--- config.mk ---
export PLATFORM = sky130hd
export DESIGN_NAME = iscdr_core
export DESIGN_NICKNAME = d
export VERILOG_FILES = /design/src/design/iscdr_pkg.sv /design/src/design/iscdr_core.sv
export SDC_FILE = /design/constraint.sdc
export NUM_CORES = 1
export LEC_CHECK = 0
export BUFFER_PORTS_ARGS = -buffer_cell sky130_fd_sc_hd__buf_2
export CORE_MARGIN = 2
export CORE_UTILIZATION = 40
export CTS_BUF_LIST = sky130_fd_sc_hd__clkbuf_16
export DETAILED_ROUTE_END_ITERATION = 8
export PLACE_DENSITY = 0.83
export SYNTH_ARGS = -nofsm -noshare
export SYNTH_HDL_FRONTEND = slang
export SYNTH_SLANG_ARGS = --single-unit
--- constraint.sdc ---
create_clock -name i_clk -period 1.6 [get_ports i_clk]
set_input_delay 0.32 -clock i_clk [delete_from_list [all_inputs] [get_ports i_clk]]
set_output_delay 0.32 -clock i_clk [all_outputs]
set_load 0.02 [all_outputs]
--- src/design/iscdr_pkg.sv ---
// constants for the two-wire bus status, clock and data register block
package iscdr_pkg;
	// register byte addresses on the avalon slave
	localparam logic [4:0] OFS_CONTROL     = 5'h00;
	localparam logic [4:0] OFS_STATUS_ONE  = 5'h04;
	localparam logic [4:0] OFS_STATUS_TWO  = 5'h08;
	localparam logic [4:0] OFS_SPEED_CFG   = 5'h0C;
	localparam logic [4:0] OFS_BYTE_BUFFER = 5'h10;
	// control register fields
	localparam int CTL_INTERFACE_ON   = 0;
	localparam int CTL_IRQ_ALLOW      = 1;
	localparam int CTL_BROADCAST_ALOW = 2;
	localparam int CTL_START_REQUEST  = 3;
	// status one fields
	localparam int S1_START_SENT  = 0;
	localparam int S1_ROLE        = 1;
	localparam int S1_BYTE_DONE   = 3;
	localparam int S1_COMMON_EVT  = 7;
	// status two fields, bits 7:5 always zero
	localparam int S2_BROADCAST_HIT  = 0;
	localparam int S2_FRAMING_FAULT  = 1;
	localparam int S2_CONTENTION     = 2;
	localparam int S2_STOP_SEEN      = 3;
	localparam int S2_MISSING_HSHAKE = 4;
	// speed configuration fields
	localparam int SPD_FAST_SELECT = 7;
	localparam int SPD_DIV_MSB     = 6;
	// reset values
	localparam logic [7:0] RST_CONTROL     = 8'h00;
	localparam logic [7:0] RST_SPEED_CFG   = 8'h00;
	localparam logic [7:0] RST_BYTE_BUFFER = 8'h00;
	localparam logic [7:0] RST_STATUS_TWO  = 8'h00;
	localparam logic [31:0] RD_UNMAPPED    = 32'h0000_0000;
endpackage

--- src/design/iscdr_core.sv ---
// status, clock configuration and data register logic of a two-wire bus port
//
// Decided for this implementation: the Avalon-MM interface to the registers and the address map.
`timescale 1ns/10ps

// Notes on behaviour
// start request sets controller role; disabling the interface clears it
// stop seen or arbitration lost returns the interface to slave role
// start-sent flag sets once start is generated; interrupts when allowed
// start-sent clears after status one read then byte buffer write
// status two bits 7 to 5 always read zero
// missing-handshake flag sets on nack; cleared by status two read
// missing-handshake flag never stretches SCL; start/byte flags may
// after nack with zero bits software must release both lines
// slave stop after acknowledge sets stop-seen; read clears, no stretch
// lost arbitration sets contention-lost; read clears, no stretch
// no arbitration during acknowledge bit as master receiver
// misplaced start or stop sets framing-fault; read clears, no stretch
// after bus error the master should issue stop or repeated start
// general call in slave with broadcast allowed sets hit; stop clears
// speed config bit 7 selects fast speed, kept when disabled
// seven-bit divider sets SCL rate, kept when disabled
// byte buffer write in transmitter mode starts transmission
// first rx byte captured automatically; later ones after buffer read
// framing fault or nack also raise the common event flag
// status two read before byte end lets missing-handshake set again
// one interrupt output: or of event flags gated by irq allow
module iscdr_core (
	input  wire logic        i_clk,            // peripheral clock
	input  wire logic        i_resetn,         // synchronous reset, low
	input  wire logic [4:0]  i_address,        // avalon byte address
	input  wire logic        i_read,           // avalon read
	input  wire logic        i_write,          // avalon write
	input  wire logic [3:0]  i_byteenable,     // avalon byte enables
	input  wire logic [31:0] i_writedata,      // avalon write data
	output logic      [31:0] o_readdata,       // avalon read data
	output logic             o_waitrequest,    // avalon wait
	input  wire logic        i_start_done,     // engine made start, pulse
	input  wire logic        i_stop_detected,  // stop on bus, pulse
	input  wire logic        i_stop_after_ack, // stop followed ack, pulse
	input  wire logic        i_arb_lost,       // arbitration lost, pulse
	input  wire logic        i_rx_ack_slot,    // master rx ack bit, level
	input  wire logic        i_nack,           // no ack seen, level
	input  wire logic        i_misplaced,      // misplaced start/stop
	input  wire logic        i_gcall_addr,     // general call address
	input  wire logic        i_byte_done,      // byte finished, pulse
	input  wire logic        i_tx_mode,        // transmitter mode level
	input  wire logic        i_addr_done,      // address phase ended
	input  wire logic        i_rx_valid,       // received byte valid
	input  wire logic [7:0]  i_rx_byte,        // received byte
	output logic             o_rx_ready,       // may accept a byte
	output logic             o_start_req,      // start pending
	output logic             o_tx_load,        // transmit byte, pulse
	output logic      [7:0]  o_tx_byte,        // byte to transmit
	output logic             o_scl_hold,       // stretch SCL low
	output logic             o_role_master,    // controller role
	output logic             o_fast_speed,     // fast speed select
	output logic      [6:0]  o_scl_divider,    // SCL divider
	output logic             o_irq             // interrupt request
);

	// registered state
	logic [7:0] control_q;
	logic [7:0] speed_q;
	logic [7:0] buffer_q;
	logic       role_q;
	logic       start_pend_q;
	logic       start_sent_q;
	logic       byte_done_q;
	logic       s1_read_q;
	logic       af_q;
	logic       stop_seen_flag_q;
	logic       contention_lost_flag_q;
	logic       framing_fault_flag_q;
	logic       broadcast_hit_flag_q;
	logic       rx_ready_q;
	logic       ack_q;
	logic       tx_load_q;
	logic [31:0] rdata_q;

	// bus decode: every access takes one wait cycle so read data can register
	wire req        = i_read | i_write;
	wire done       = req & ack_q;
	wire lane0      = i_byteenable[0];
	wire sel_ctl    = (i_address == iscdr_pkg::OFS_CONTROL);
	wire sel_s1     = (i_address == iscdr_pkg::OFS_STATUS_ONE);
	wire sel_s2     = (i_address == iscdr_pkg::OFS_STATUS_TWO);
	wire sel_spd    = (i_address == iscdr_pkg::OFS_SPEED_CFG);
	wire sel_buf    = (i_address == iscdr_pkg::OFS_BYTE_BUFFER);
	wire wr_ctl     = done & i_write & lane0 & sel_ctl;
	wire wr_spd     = done & i_write & lane0 & sel_spd;
	wire wr_buf     = done & i_write & lane0 & sel_buf;
	wire rd_s1      = done & i_read & sel_s1;
	wire rd_s2      = done & i_read & sel_s2;
	wire rd_buf     = done & i_read & sel_buf;

	// control fields
	wire on         = control_q[iscdr_pkg::CTL_INTERFACE_ON];
	wire irq_allow  = control_q[iscdr_pkg::CTL_IRQ_ALLOW];
	wire bc_allow   = control_q[iscdr_pkg::CTL_BROADCAST_ALOW];
	wire wr_on      = i_writedata[iscdr_pkg::CTL_INTERFACE_ON];
	wire start_wr   = wr_ctl & wr_on
		& i_writedata[iscdr_pkg::CTL_START_REQUEST];

	// event qualification
	wire arb_evt    = i_arb_lost & ~i_rx_ack_slot;
	wire stop_evt   = i_stop_after_ack & ~role_q;
	wire broadcast_hit_flag_evt   = i_gcall_addr & bc_allow & ~role_q;
	wire flags_any  = start_sent_q | byte_done_q | af_q | stop_seen_flag_q
		| contention_lost_flag_q | framing_fault_flag_q | broadcast_hit_flag_q;
	wire common_evt = flags_any;

	// status images
	wire [7:0] s1_img = {common_evt, 3'h0, byte_done_q, 1'b0,
		role_q, start_sent_q};
	wire [7:0] s2_img = {3'h0, af_q, stop_seen_flag_q, contention_lost_flag_q, framing_fault_flag_q,
		broadcast_hit_flag_q};
	wire [7:0] ctl_img = {4'h0, start_pend_q, control_q[2:0]};
	wire [7:0] rd_byte =
		sel_ctl ? ctl_img :
		sel_s1  ? s1_img :
		sel_s2  ? s2_img :
		sel_spd ? speed_q :
		sel_buf ? buffer_q : 8'h00;
	wire mapped = sel_ctl | sel_s1 | sel_s2 | sel_spd | sel_buf;

	// outputs
	assign o_waitrequest = req & ~ack_q;
	assign o_readdata    = rdata_q;
	assign o_rx_ready    = rx_ready_q;
	assign o_start_req   = start_pend_q;
	assign o_tx_load     = tx_load_q;
	assign o_tx_byte     = buffer_q;
	// only start-sent and byte-done stretch; error flags never do
	assign o_scl_hold    = start_sent_q | byte_done_q;
	assign o_role_master = role_q;
	assign o_fast_speed  = speed_q[iscdr_pkg::SPD_FAST_SELECT];
	assign o_scl_divider = speed_q[iscdr_pkg::SPD_DIV_MSB:0];
	assign o_irq         = irq_allow & flags_any;

	// bus handshake and registered read data
	always_ff @(posedge i_clk)
	begin
		if (!i_resetn)
		begin
			ack_q   <= 1'b0;
			rdata_q <= iscdr_pkg::RD_UNMAPPED;
		end
		else
		begin
			ack_q   <= req & ~ack_q;
			rdata_q <= mapped ? {24'h0, rd_byte}
				: iscdr_pkg::RD_UNMAPPED;
		end
	end

	// control register; start request bit self-clears into the pending flag
	always_ff @(posedge i_clk)
	begin
		if (!i_resetn)
			control_q <= iscdr_pkg::RST_CONTROL;
		else if (wr_ctl)
			control_q <= {5'h0, i_writedata[2:0]};
	end

	// speed config survives interface disable, only software alters it
	always_ff @(posedge i_clk)
	begin
		if (!i_resetn)
			speed_q <= iscdr_pkg::RST_SPEED_CFG;
		else if (wr_spd)
			speed_q <= i_writedata[7:0];
	end

	// start pending toward the engine, dropped once start is made;
	// a write that turns the interface on may carry the start as well
	always_ff @(posedge i_clk)
	begin
		if (!i_resetn || (!on && !start_wr))
			start_pend_q <= 1'b0;
		else if (start_wr)
			start_pend_q <= 1'b1;
		else if (i_start_done)
			start_pend_q <= 1'b0;
	end

	// controller role: start request wins over a same-cycle stop
	always_ff @(posedge i_clk)
	begin
		if (!i_resetn || (!on && !start_wr))
			role_q <= 1'b0;
		else if (start_wr)
			role_q <= 1'b1;
		else if (i_stop_detected || arb_evt)
			role_q <= 1'b0;
	end

	// status one read arms the clear of start-sent and byte-done
	always_ff @(posedge i_clk)
	begin
		if (!i_resetn || !on)
			s1_read_q <= 1'b0;
		else if (rd_s1)
			s1_read_q <= 1'b1;
		else if (wr_buf || rd_buf)
			s1_read_q <= 1'b0;
	end

	// start-sent: set wins over the read-then-write clear
	always_ff @(posedge i_clk)
	begin
		if (!i_resetn || !on)
			start_sent_q <= 1'b0;
		else if (i_start_done)
			start_sent_q <= 1'b1;
		else if (s1_read_q && wr_buf)
			start_sent_q <= 1'b0;
	end

	// byte-done: cleared by status one read then buffer access
	always_ff @(posedge i_clk)
	begin
		if (!i_resetn || !on)
			byte_done_q <= 1'b0;
		else if (i_byte_done)
			byte_done_q <= 1'b1;
		else if (s1_read_q && (wr_buf || rd_buf))
			byte_done_q <= 1'b0;
	end

	// nack stays high through the ninth pulse, so an early read re-sets
	always_ff @(posedge i_clk)
	begin
		if (!i_resetn || !on)
			af_q <= 1'b0;
		else if (i_nack)
			af_q <= 1'b1;
		else if (rd_s2)
			af_q <= 1'b0;
	end

	// stop seen in slave role
	always_ff @(posedge i_clk)
	begin
		if (!i_resetn || !on)
			stop_seen_flag_q <= 1'b0;
		else if (stop_evt)
			stop_seen_flag_q <= 1'b1;
		else if (rd_s2)
			stop_seen_flag_q <= 1'b0;
	end

	// contention lost, masked during the master-receiver ack slot
	always_ff @(posedge i_clk)
	begin
		if (!i_resetn || !on)
			contention_lost_flag_q <= 1'b0;
		else if (arb_evt)
			contention_lost_flag_q <= 1'b1;
		else if (rd_s2)
			contention_lost_flag_q <= 1'b0;
	end

	// framing fault on misplaced start or stop
	always_ff @(posedge i_clk)
	begin
		if (!i_resetn || !on)
			framing_fault_flag_q <= 1'b0;
		else if (i_misplaced)
			framing_fault_flag_q <= 1'b1;
		else if (rd_s2)
			framing_fault_flag_q <= 1'b0;
	end

	// broadcast hit ignores status reads; only a stop or interface disable clears it
	always_ff @(posedge i_clk)
	begin
		if (!i_resetn || !on)
			broadcast_hit_flag_q <= 1'b0;
		else if (broadcast_hit_flag_evt)
			broadcast_hit_flag_q <= 1'b1;
		else if (i_stop_detected)
			broadcast_hit_flag_q <= 1'b0;
	end

	// byte buffer: software write beats a same-cycle capture
	always_ff @(posedge i_clk)
	begin
		if (!i_resetn)
			buffer_q <= iscdr_pkg::RST_BYTE_BUFFER;
		else if (wr_buf)
			buffer_q <= i_writedata[7:0];
		else if (i_rx_valid && rx_ready_q)
			buffer_q <= i_rx_byte;
	end

	// write in transmitter mode launches the byte one cycle later
	always_ff @(posedge i_clk)
	begin
		if (!i_resetn)
			tx_load_q <= 1'b0;
		else
			tx_load_q <= wr_buf & i_tx_mode & on;
	end

	// receive permission: first byte free, later ones wait for a read
	always_ff @(posedge i_clk)
	begin
		if (!i_resetn || !on)
			rx_ready_q <= 1'b0;
		else if (i_rx_valid && rx_ready_q)
			rx_ready_q <= 1'b0;
		else if (i_addr_done && !i_tx_mode)
			rx_ready_q <= 1'b1;
		else if (rd_buf && !i_tx_mode)
			rx_ready_q <= 1'b1;
	end
endmodule // iscdr_core

==> results.md, run 1 <==
* Register area share after synthesis at 37.2%
* First-pass GRT wire length at about 9000 µm
* Placer congestion estimate at 0.874
* Dpl cell area at 2610 µm²
* #FFs+latches synth at 40
* Final net count at about 400
* Clk root buf: clkbuf_16
* PnR worst setup slack at -0.425 ns
* R2R setup slack at 0.05 ns
* CP max-delay cell: or4_1
* Grt ovf at 0
* Pwr dens at 790 nW/µm²
* Violated checks: negative setup slack
* Via count at between 2000 and 2500
* Top_reg_cell synth: dfxtp_1
* Fraction of registers with async set/reset at 0%
* Hold_buf cts at 0
* CP required at between 1 and 1.5 ns
* Hold Crit Class: in -> reg
* Max Fclk at slightly below 0.5 GHz
* Filler Cells Inserted at between 400 and 500
* Netlist area before placement at 2150 µm²
* Post-synth EDFFs at 0
* Yosys top cell by area: dfxtp_1
* Area delta synth->final at 27.7%
* CP endpoint kind: primary output
* Max Slew Vio Count at 0
* Leak at between 1 and 1.5 nW
* Critical path class: reg -> out
* I/O Pins at 120
* Clock skew at 0.00341 ns
* Hold path cells at 3
* Hold_sp: i_nack
* Vias in the first global route at 1886
* CTS tree: yes
* Clock Tree Buf Depth at 2
* Starting density of the core at 41.8%
* Syn Area/Cell at 8.60 µm²
* Layout cell share with drive strength beyond 1 at 34.7%
* Routed Antenna Nets at 0
* Outcome: finished with violations
* Worst Path Max Fanout at 2
* CTS Buf Count at 5
* Cell area after layout at 2750 µm²
* Period utilization at 127%
* Max-cap violations at 0
* Via density at 5.18
* Synth top area cells: dfxtp_1 (37%), buf_4 (8.7%), nand3_1 (5.1%)
* Post-route minimum period at a little over 2 ns
* Reg clk slew, reported paths at 0.05 ns
* Final setup vio count at 1
* Area fraction of the dominant cell type after synthesis at 37.2%
* Port Buffers at 68
* Final hold vios at 0
* DRC at 0
* Initial DRC count at 138
* Hold Path End: af_q
* Delay of the slowest cell on the worst path at 0.50 ns
* Largest net degree at the start of global routing at 25
* Unrepaired setup endpoints after global routing: true
* Inserted Diodes at 0
* CP Launch Type: flip-flop
* Setup Buffers After CTS at 0
* Core box area at 5140 µm²
* Post-cts resize count at 0
* Initial antenna violation count at 0
* Overall Global Routing Usage at 19.0%
* DP Wirelength at 4450 µm
* Die X at 77.3 µm
* CP arrival at 1.70 ns
* Peak VDD IR at 0.000365 V
* Synth Warn # at 0
* DR WL/cell at about 14 µm
* Row count at 26
* Total power at 2.17 mW
* Synthesized instance count at 250
* H-tree levels at 2
* DRT Pass-1 Iters at 5
* Final wirelength at 5680 µm
* Clk Latency, worst-skew pair at ~0.28 ns
* Final Util at between 50% and 60%
* # clock sinks at 40
* Worst r2r dst: o_readdata[7]
* Origin of the critical flop-to-flop path: broadcast_hit_flag_q
* Critical path, cell by cell: or4_1 > or3_1 > and2_4 > buf_2
* Synth unique cells at 42
* Reg2reg path depth at 5
* DIE HEIGHT at ~77 µm
* Die ar. at 5980 µm²
* Pre-CTS setup slack at -0.127 ns
-- logic make-up after synthesis --
logic type             synth area share (%)
and+or+nand+nor                        29.0
AOI/OAI and AO/OA                      19.5
buffers and inverters                  12.6
DFF                                    37.2
muxes                                  1.45
other                                 0.174
-- how the worst max path moves through the flow --
stage | startpoint | end | slack (ns) | cells past startpoint
finish | broadcast_hit_flag_q | o_irq | -0.42 | 4
global route | broadcast_hit_flag_q | o_irq | -0.48 | 4
CTS | broadcast_hit_flag_q | o_irq | -0.43 | 4
detailed placement | broadcast_hit_flag_q | o_irq | -0.13 | 4
global placement | broadcast_hit_flag_q | o_irq | -0.12 | 4
floorplan | broadcast_hit_flag_q | o_irq | 0.007 | 3
-- where the power goes --
| part | internal [mW] | switching, mW |
|---|---|---|
| sequential | 1.00 | 0.00378 |
| clock | 0.557 | 0.354 |
| combinational | 0.0942 | 0.162 |
-- placed cells by master (no fill, tap or decap), types with 6 or more instances in the layout --
master and instances:
conb_1 24, nand2_1 28, nor3_1 6, a22oi_1 7, o211a_1 8, nand2b_1 6, a21oi_1 9, nor2_1 20
buf_4 21, a21boi_2 8, nand3_1 22, nor2b_1 7, buf_2 68, dfxtp_1 40
-- Yosys cell counts (all sizes together) (7+ instances only) --
library cell / count
a21oi: 9
buf: 31
nor2: 20
nor2b: 7
a22oi: 7
nor3: 8
nand2: 28
dfxtp: 40
a21boi: 8
nand3: 24
o211a: 8
-- sequential cells by signal (all words and copies together) (netlist names) --
| name | flops |
|---|---|
| ack_q | 1 |
| af_q | 1 |
| broadcast_hit_flag_q | 1 |
| byte_done_q | 1 |
| contention_lost_flag_q | 1 |
| control_q | 3 |
| framing_fault_flag_q | 1 |
| o_readdata | 8 |
| o_role_master | 1 |
| o_rx_ready | 1 |
| o_start_req | 1 |
| o_tx_byte | 8 |
| o_tx_load | 1 |
| s1_read_q | 1 |
| speed_q | 8 |
| start_sent_q | 1 |
| stop_seen_flag_q | 1 |
-- final cells by class --
type / count / area, µm² / share of cell area [%]
Timing Repair Buffer: 91 / 538 / 19.6
Clock inverter: 2 / 7.51 / 0.273
Multi-Input combinational cell: 191 / 1170 / 42.6
Tap cell: 70 / 87.6 / 3.19
Inverter: 5 / 18.8 / 0.683
Clock buffer: 5 / 125 / 4.56
Sequential cell: 40 / 801 / 29.2
-- layer usage --
layer	global-route usage, %	routed length [µm]	vias to the layer above
met4	9.46	189	0
met5	0	0	-
met2	29.1	2610	96
met3	4.65	401	17
met1	24.8	2480	968
li1	-	-	1012
-- critical path, delay by kind of cell, from the launching register on --
family	cells	cell delay, ns
simple gates	3	0.97
flops	1	0.30
buf+inv	1	0.15
-- stage by stage --
stage | instances | hold slack [ns] | TNS (ns)
floorplan | 273 | 0.422 | 0
global placement | 397 | 0.463 | -0.117
detailed placement | 397 | 0.472 | -0.127
CTS | 404 | 0.248 | -0.426
global route | 404 | 0.260 | -0.490
finish | 404 | 0.247 | -0.425
Note: power is estimated with default switching activity, not from simulation.
==> inputs of run 2 (changes only) <==
- CORE_UTILIZATION: 40 -> 43
- PLACE_DENSITY: 0.83 -> 0.85
- clock period: 1.6 -> 2.5 ns (I/O delays scaled with it)
==> results.md, run 2 (same netlist as run 1, synthesis figures left out) <==
* Post-cts resize count at 0 (unchanged)
* Sequential share of power at 45.9% (was 46.2%)
* DR WL/cell at 14.4 µm (was 14.1 µm)
* PnR worst setup slack at 0.237 ns (was -0.425 ns)
* Dpl cell area at 2410 µm² (was 2610 µm²)
* Setup TNS at 0 ns (was -0.425 ns)
* Hold Crit Class: in -> reg (unchanged)
* Row count at 25 (was 26)
* Filler Cells Inserted at 449 (was 490)
* CTS Buf Count at 5 (unchanged)
* Post-route minimum period at 2.26 ns
* CP Launch Type: flip-flop (unchanged)
* R2R setup slack at 0.98 ns (was 0.05 ns)
* Final hold vios at 0 (unchanged)
* Port Buffers at 68 (unchanged)
* Reg clk slew, reported paths at 0.05 ns (about the same)
* Setup Buffers After CTS at 0 (unchanged)
* Inserted Diodes at 0 (unchanged)
* Via density at 5.23 (was 5.18)
* Vias in the first global route at 1778 (was 1886)
* Placer congestion estimate at 0.903 (was 0.874)
* Max-slew headroom at 65.4%
* Peak VDD IR at 0.000312 V (was 0.000365 V)
* Grt ovf at 0 (unchanged)
* Pwr dens at 548 nW/µm² (was 790 nW/µm²)
* Outcome: finished clean (was finished with violations)
* Layout cell share with drive strength beyond 1 at 30.1% (was 34.7%)
* Die X at 74.7 µm (was 77.3 µm)
* Core box area at 4790 µm² (was 5140 µm²)
* Clk root buf: clkbuf_16 (unchanged)
* Overall Global Routing Usage at 20.4% (was 19.0%)
* CP required at 2.00 ns (was 1.28 ns)
* CTS tree: yes (unchanged)
* CP endpoint kind: primary output (unchanged)
* Final net count at 376 (was 399)
* DRC at 0 (unchanged)
* CP max-delay cell: or4_1 (unchanged)
* Logic gate share of total power at 10.5% (was 11.8%)
* # clock sinks at 40 (unchanged)
* Final wirelength at 5440 µm (was 5680 µm)
* DIE HEIGHT at 74.7 µm (was 77.3 µm)
* Worst-Margin Slew at just over 0.5 ns
* Total power at 1.40 mW (was 2.17 mW)
* Die ar. at 5580 µm² (was 5980 µm²)
* Pint at 1.05 mW (was 1.65 mW)
* Cell area after layout at 2550 µm² (was 2750 µm²)
* Largest net degree at the start of global routing at 29 (was 25)
* DP Wirelength at 4100 µm (was 4450 µm)
* Delay of the slowest cell on the worst path at 0.50 ns (about the same)
* Most frequent cells in the layout: buf_2 (68), dfxtp_1 (40), nand2_1 (28) (unchanged)
* H-tree levels at 2 (unchanged)
* Clock skew at 0.00474 ns (was 0.00341 ns)
* Leak at 1.19 nW (was 1.31 nW)
* Max-cap violations at 0 (unchanged)
* Initial antenna violation count at 0 (unchanged)
* Max Slew Vio Count at 0 (unchanged)
* Critical path class: reg -> out (unchanged)
* Via count at 1983 (was 2093)
* Area delta synth->final at 18.5% (was 27.7%)
* Clk pwr share at 43.5% (was 42.0%)
* Max Fclk at between 0.4 and 0.5 GHz
* Starting density of the core at 44.9% (was 41.8%)
* I/O Pins at 120 (unchanged)
* Critical path, cell by cell: or4_1 > or3_1 > and2_1 > buf_2 (was or4_1 > or3_1 > and2_4 > buf_2)
* Period utilization at 90.5%
* Switch share at 25.0% (was 23.9%)
* DRT Pass-1 Iters at 4 (was 5)
* Clock Tree Buf Depth at 2 (unchanged)
* Commonest non-fill, non-tap cell in the layout: buf_2 (unchanged)
* CP arrival at 1.76 ns (was 1.70 ns)
* Worst Path Max Fanout at 3 (was 2)
* NetSw at 349 µW (was 519 µW)
* Hold_buf cts at 0 (unchanged)
* Routed Antenna Nets at 0 (unchanged)
* Unrepaired setup endpoints after global routing: false (was true)
* Pre-CTS setup slack at 0.510 ns (was -0.127 ns)
* Clk Latency, worst-skew pair at 0.29 ns (was 0.28 ns)
* Initial DRC count at 183 (was 138)
* First-pass GRT wire length at 8590 µm (was 8960 µm)
* Final setup vio count at 0 (was 1)
## run 2: cell types whose count changed in the layout (fill, tap and decap cells not counted)
cell and change:
clkinv_1 -1, buf_12 -2, and2_4 -1, clkinv_2 +2
and2_1 +1, buf_4 -21
## run 2: routing by layer
layer	GRT usage, %	share of wire [%]	vias to the layer above
met1	28.0	43	919
met2	31.4	47	98
met4	6.35	1.5	0
met5	0	0	-
li1	-	-	959
met3	5.49	8.6	7
## run 2: final timing paths
check | to | cells past startpoint | start
setup / recovery | o_irq | 4 | broadcast_hit_flag_q
hold / removal | framing_fault_flag_q | 3 | i_misplaced
setup reg to reg | o_role_master | 4 | ack_q
hold reg to reg | speed_q[0] | 2 | speed_q[0]
## run 2: power by group through the flow
stage | Sequential (mW) | Clock (mW) | Combinational [mW]
detailed placement | 0.656 | 0 | 0.144
floorplan | 0.656 | 0 | 0.122
global route | 0.642 | 0.639 | 0.162
CTS | 0.642 | 0.617 | 0.145
global placement | 0.656 | 0 | 0.143
finish | 0.642 | 0.608 | 0.147
## run 2: worst max-delay path: cells and delay by family, from the launching register on
kind          cells  cell delay, ns
buf+inv           1            0.15
flops             1            0.33
simple gates      3            1.00
## run 2: area by class of cell
type                       count  area, µm²  share of cell area, %
sequential                    40        801                   31.4
inverter                       5       18.8                  0.736
tap                           67       83.8                   3.29
clock inverter                 3       13.8                  0.540
multi-input combinational    191       1170                   45.8
clock buffer                   5        125                   4.91
timing repair buffer          68        340                   13.4
## run 2: per-stage QoR
stage / hold slack [ns] / std cells / util, %
final: 0.426 / 379 / 53.3
after global routing: 0.451 / 379 / 53.3
after CTS: 0.428 / 379 / 53.3
after detailed placement: 0.471 / 371 / 50.4
after global placement: 0.456 / 371 / 50.4
after floorplan: 0.461 / 273 / -
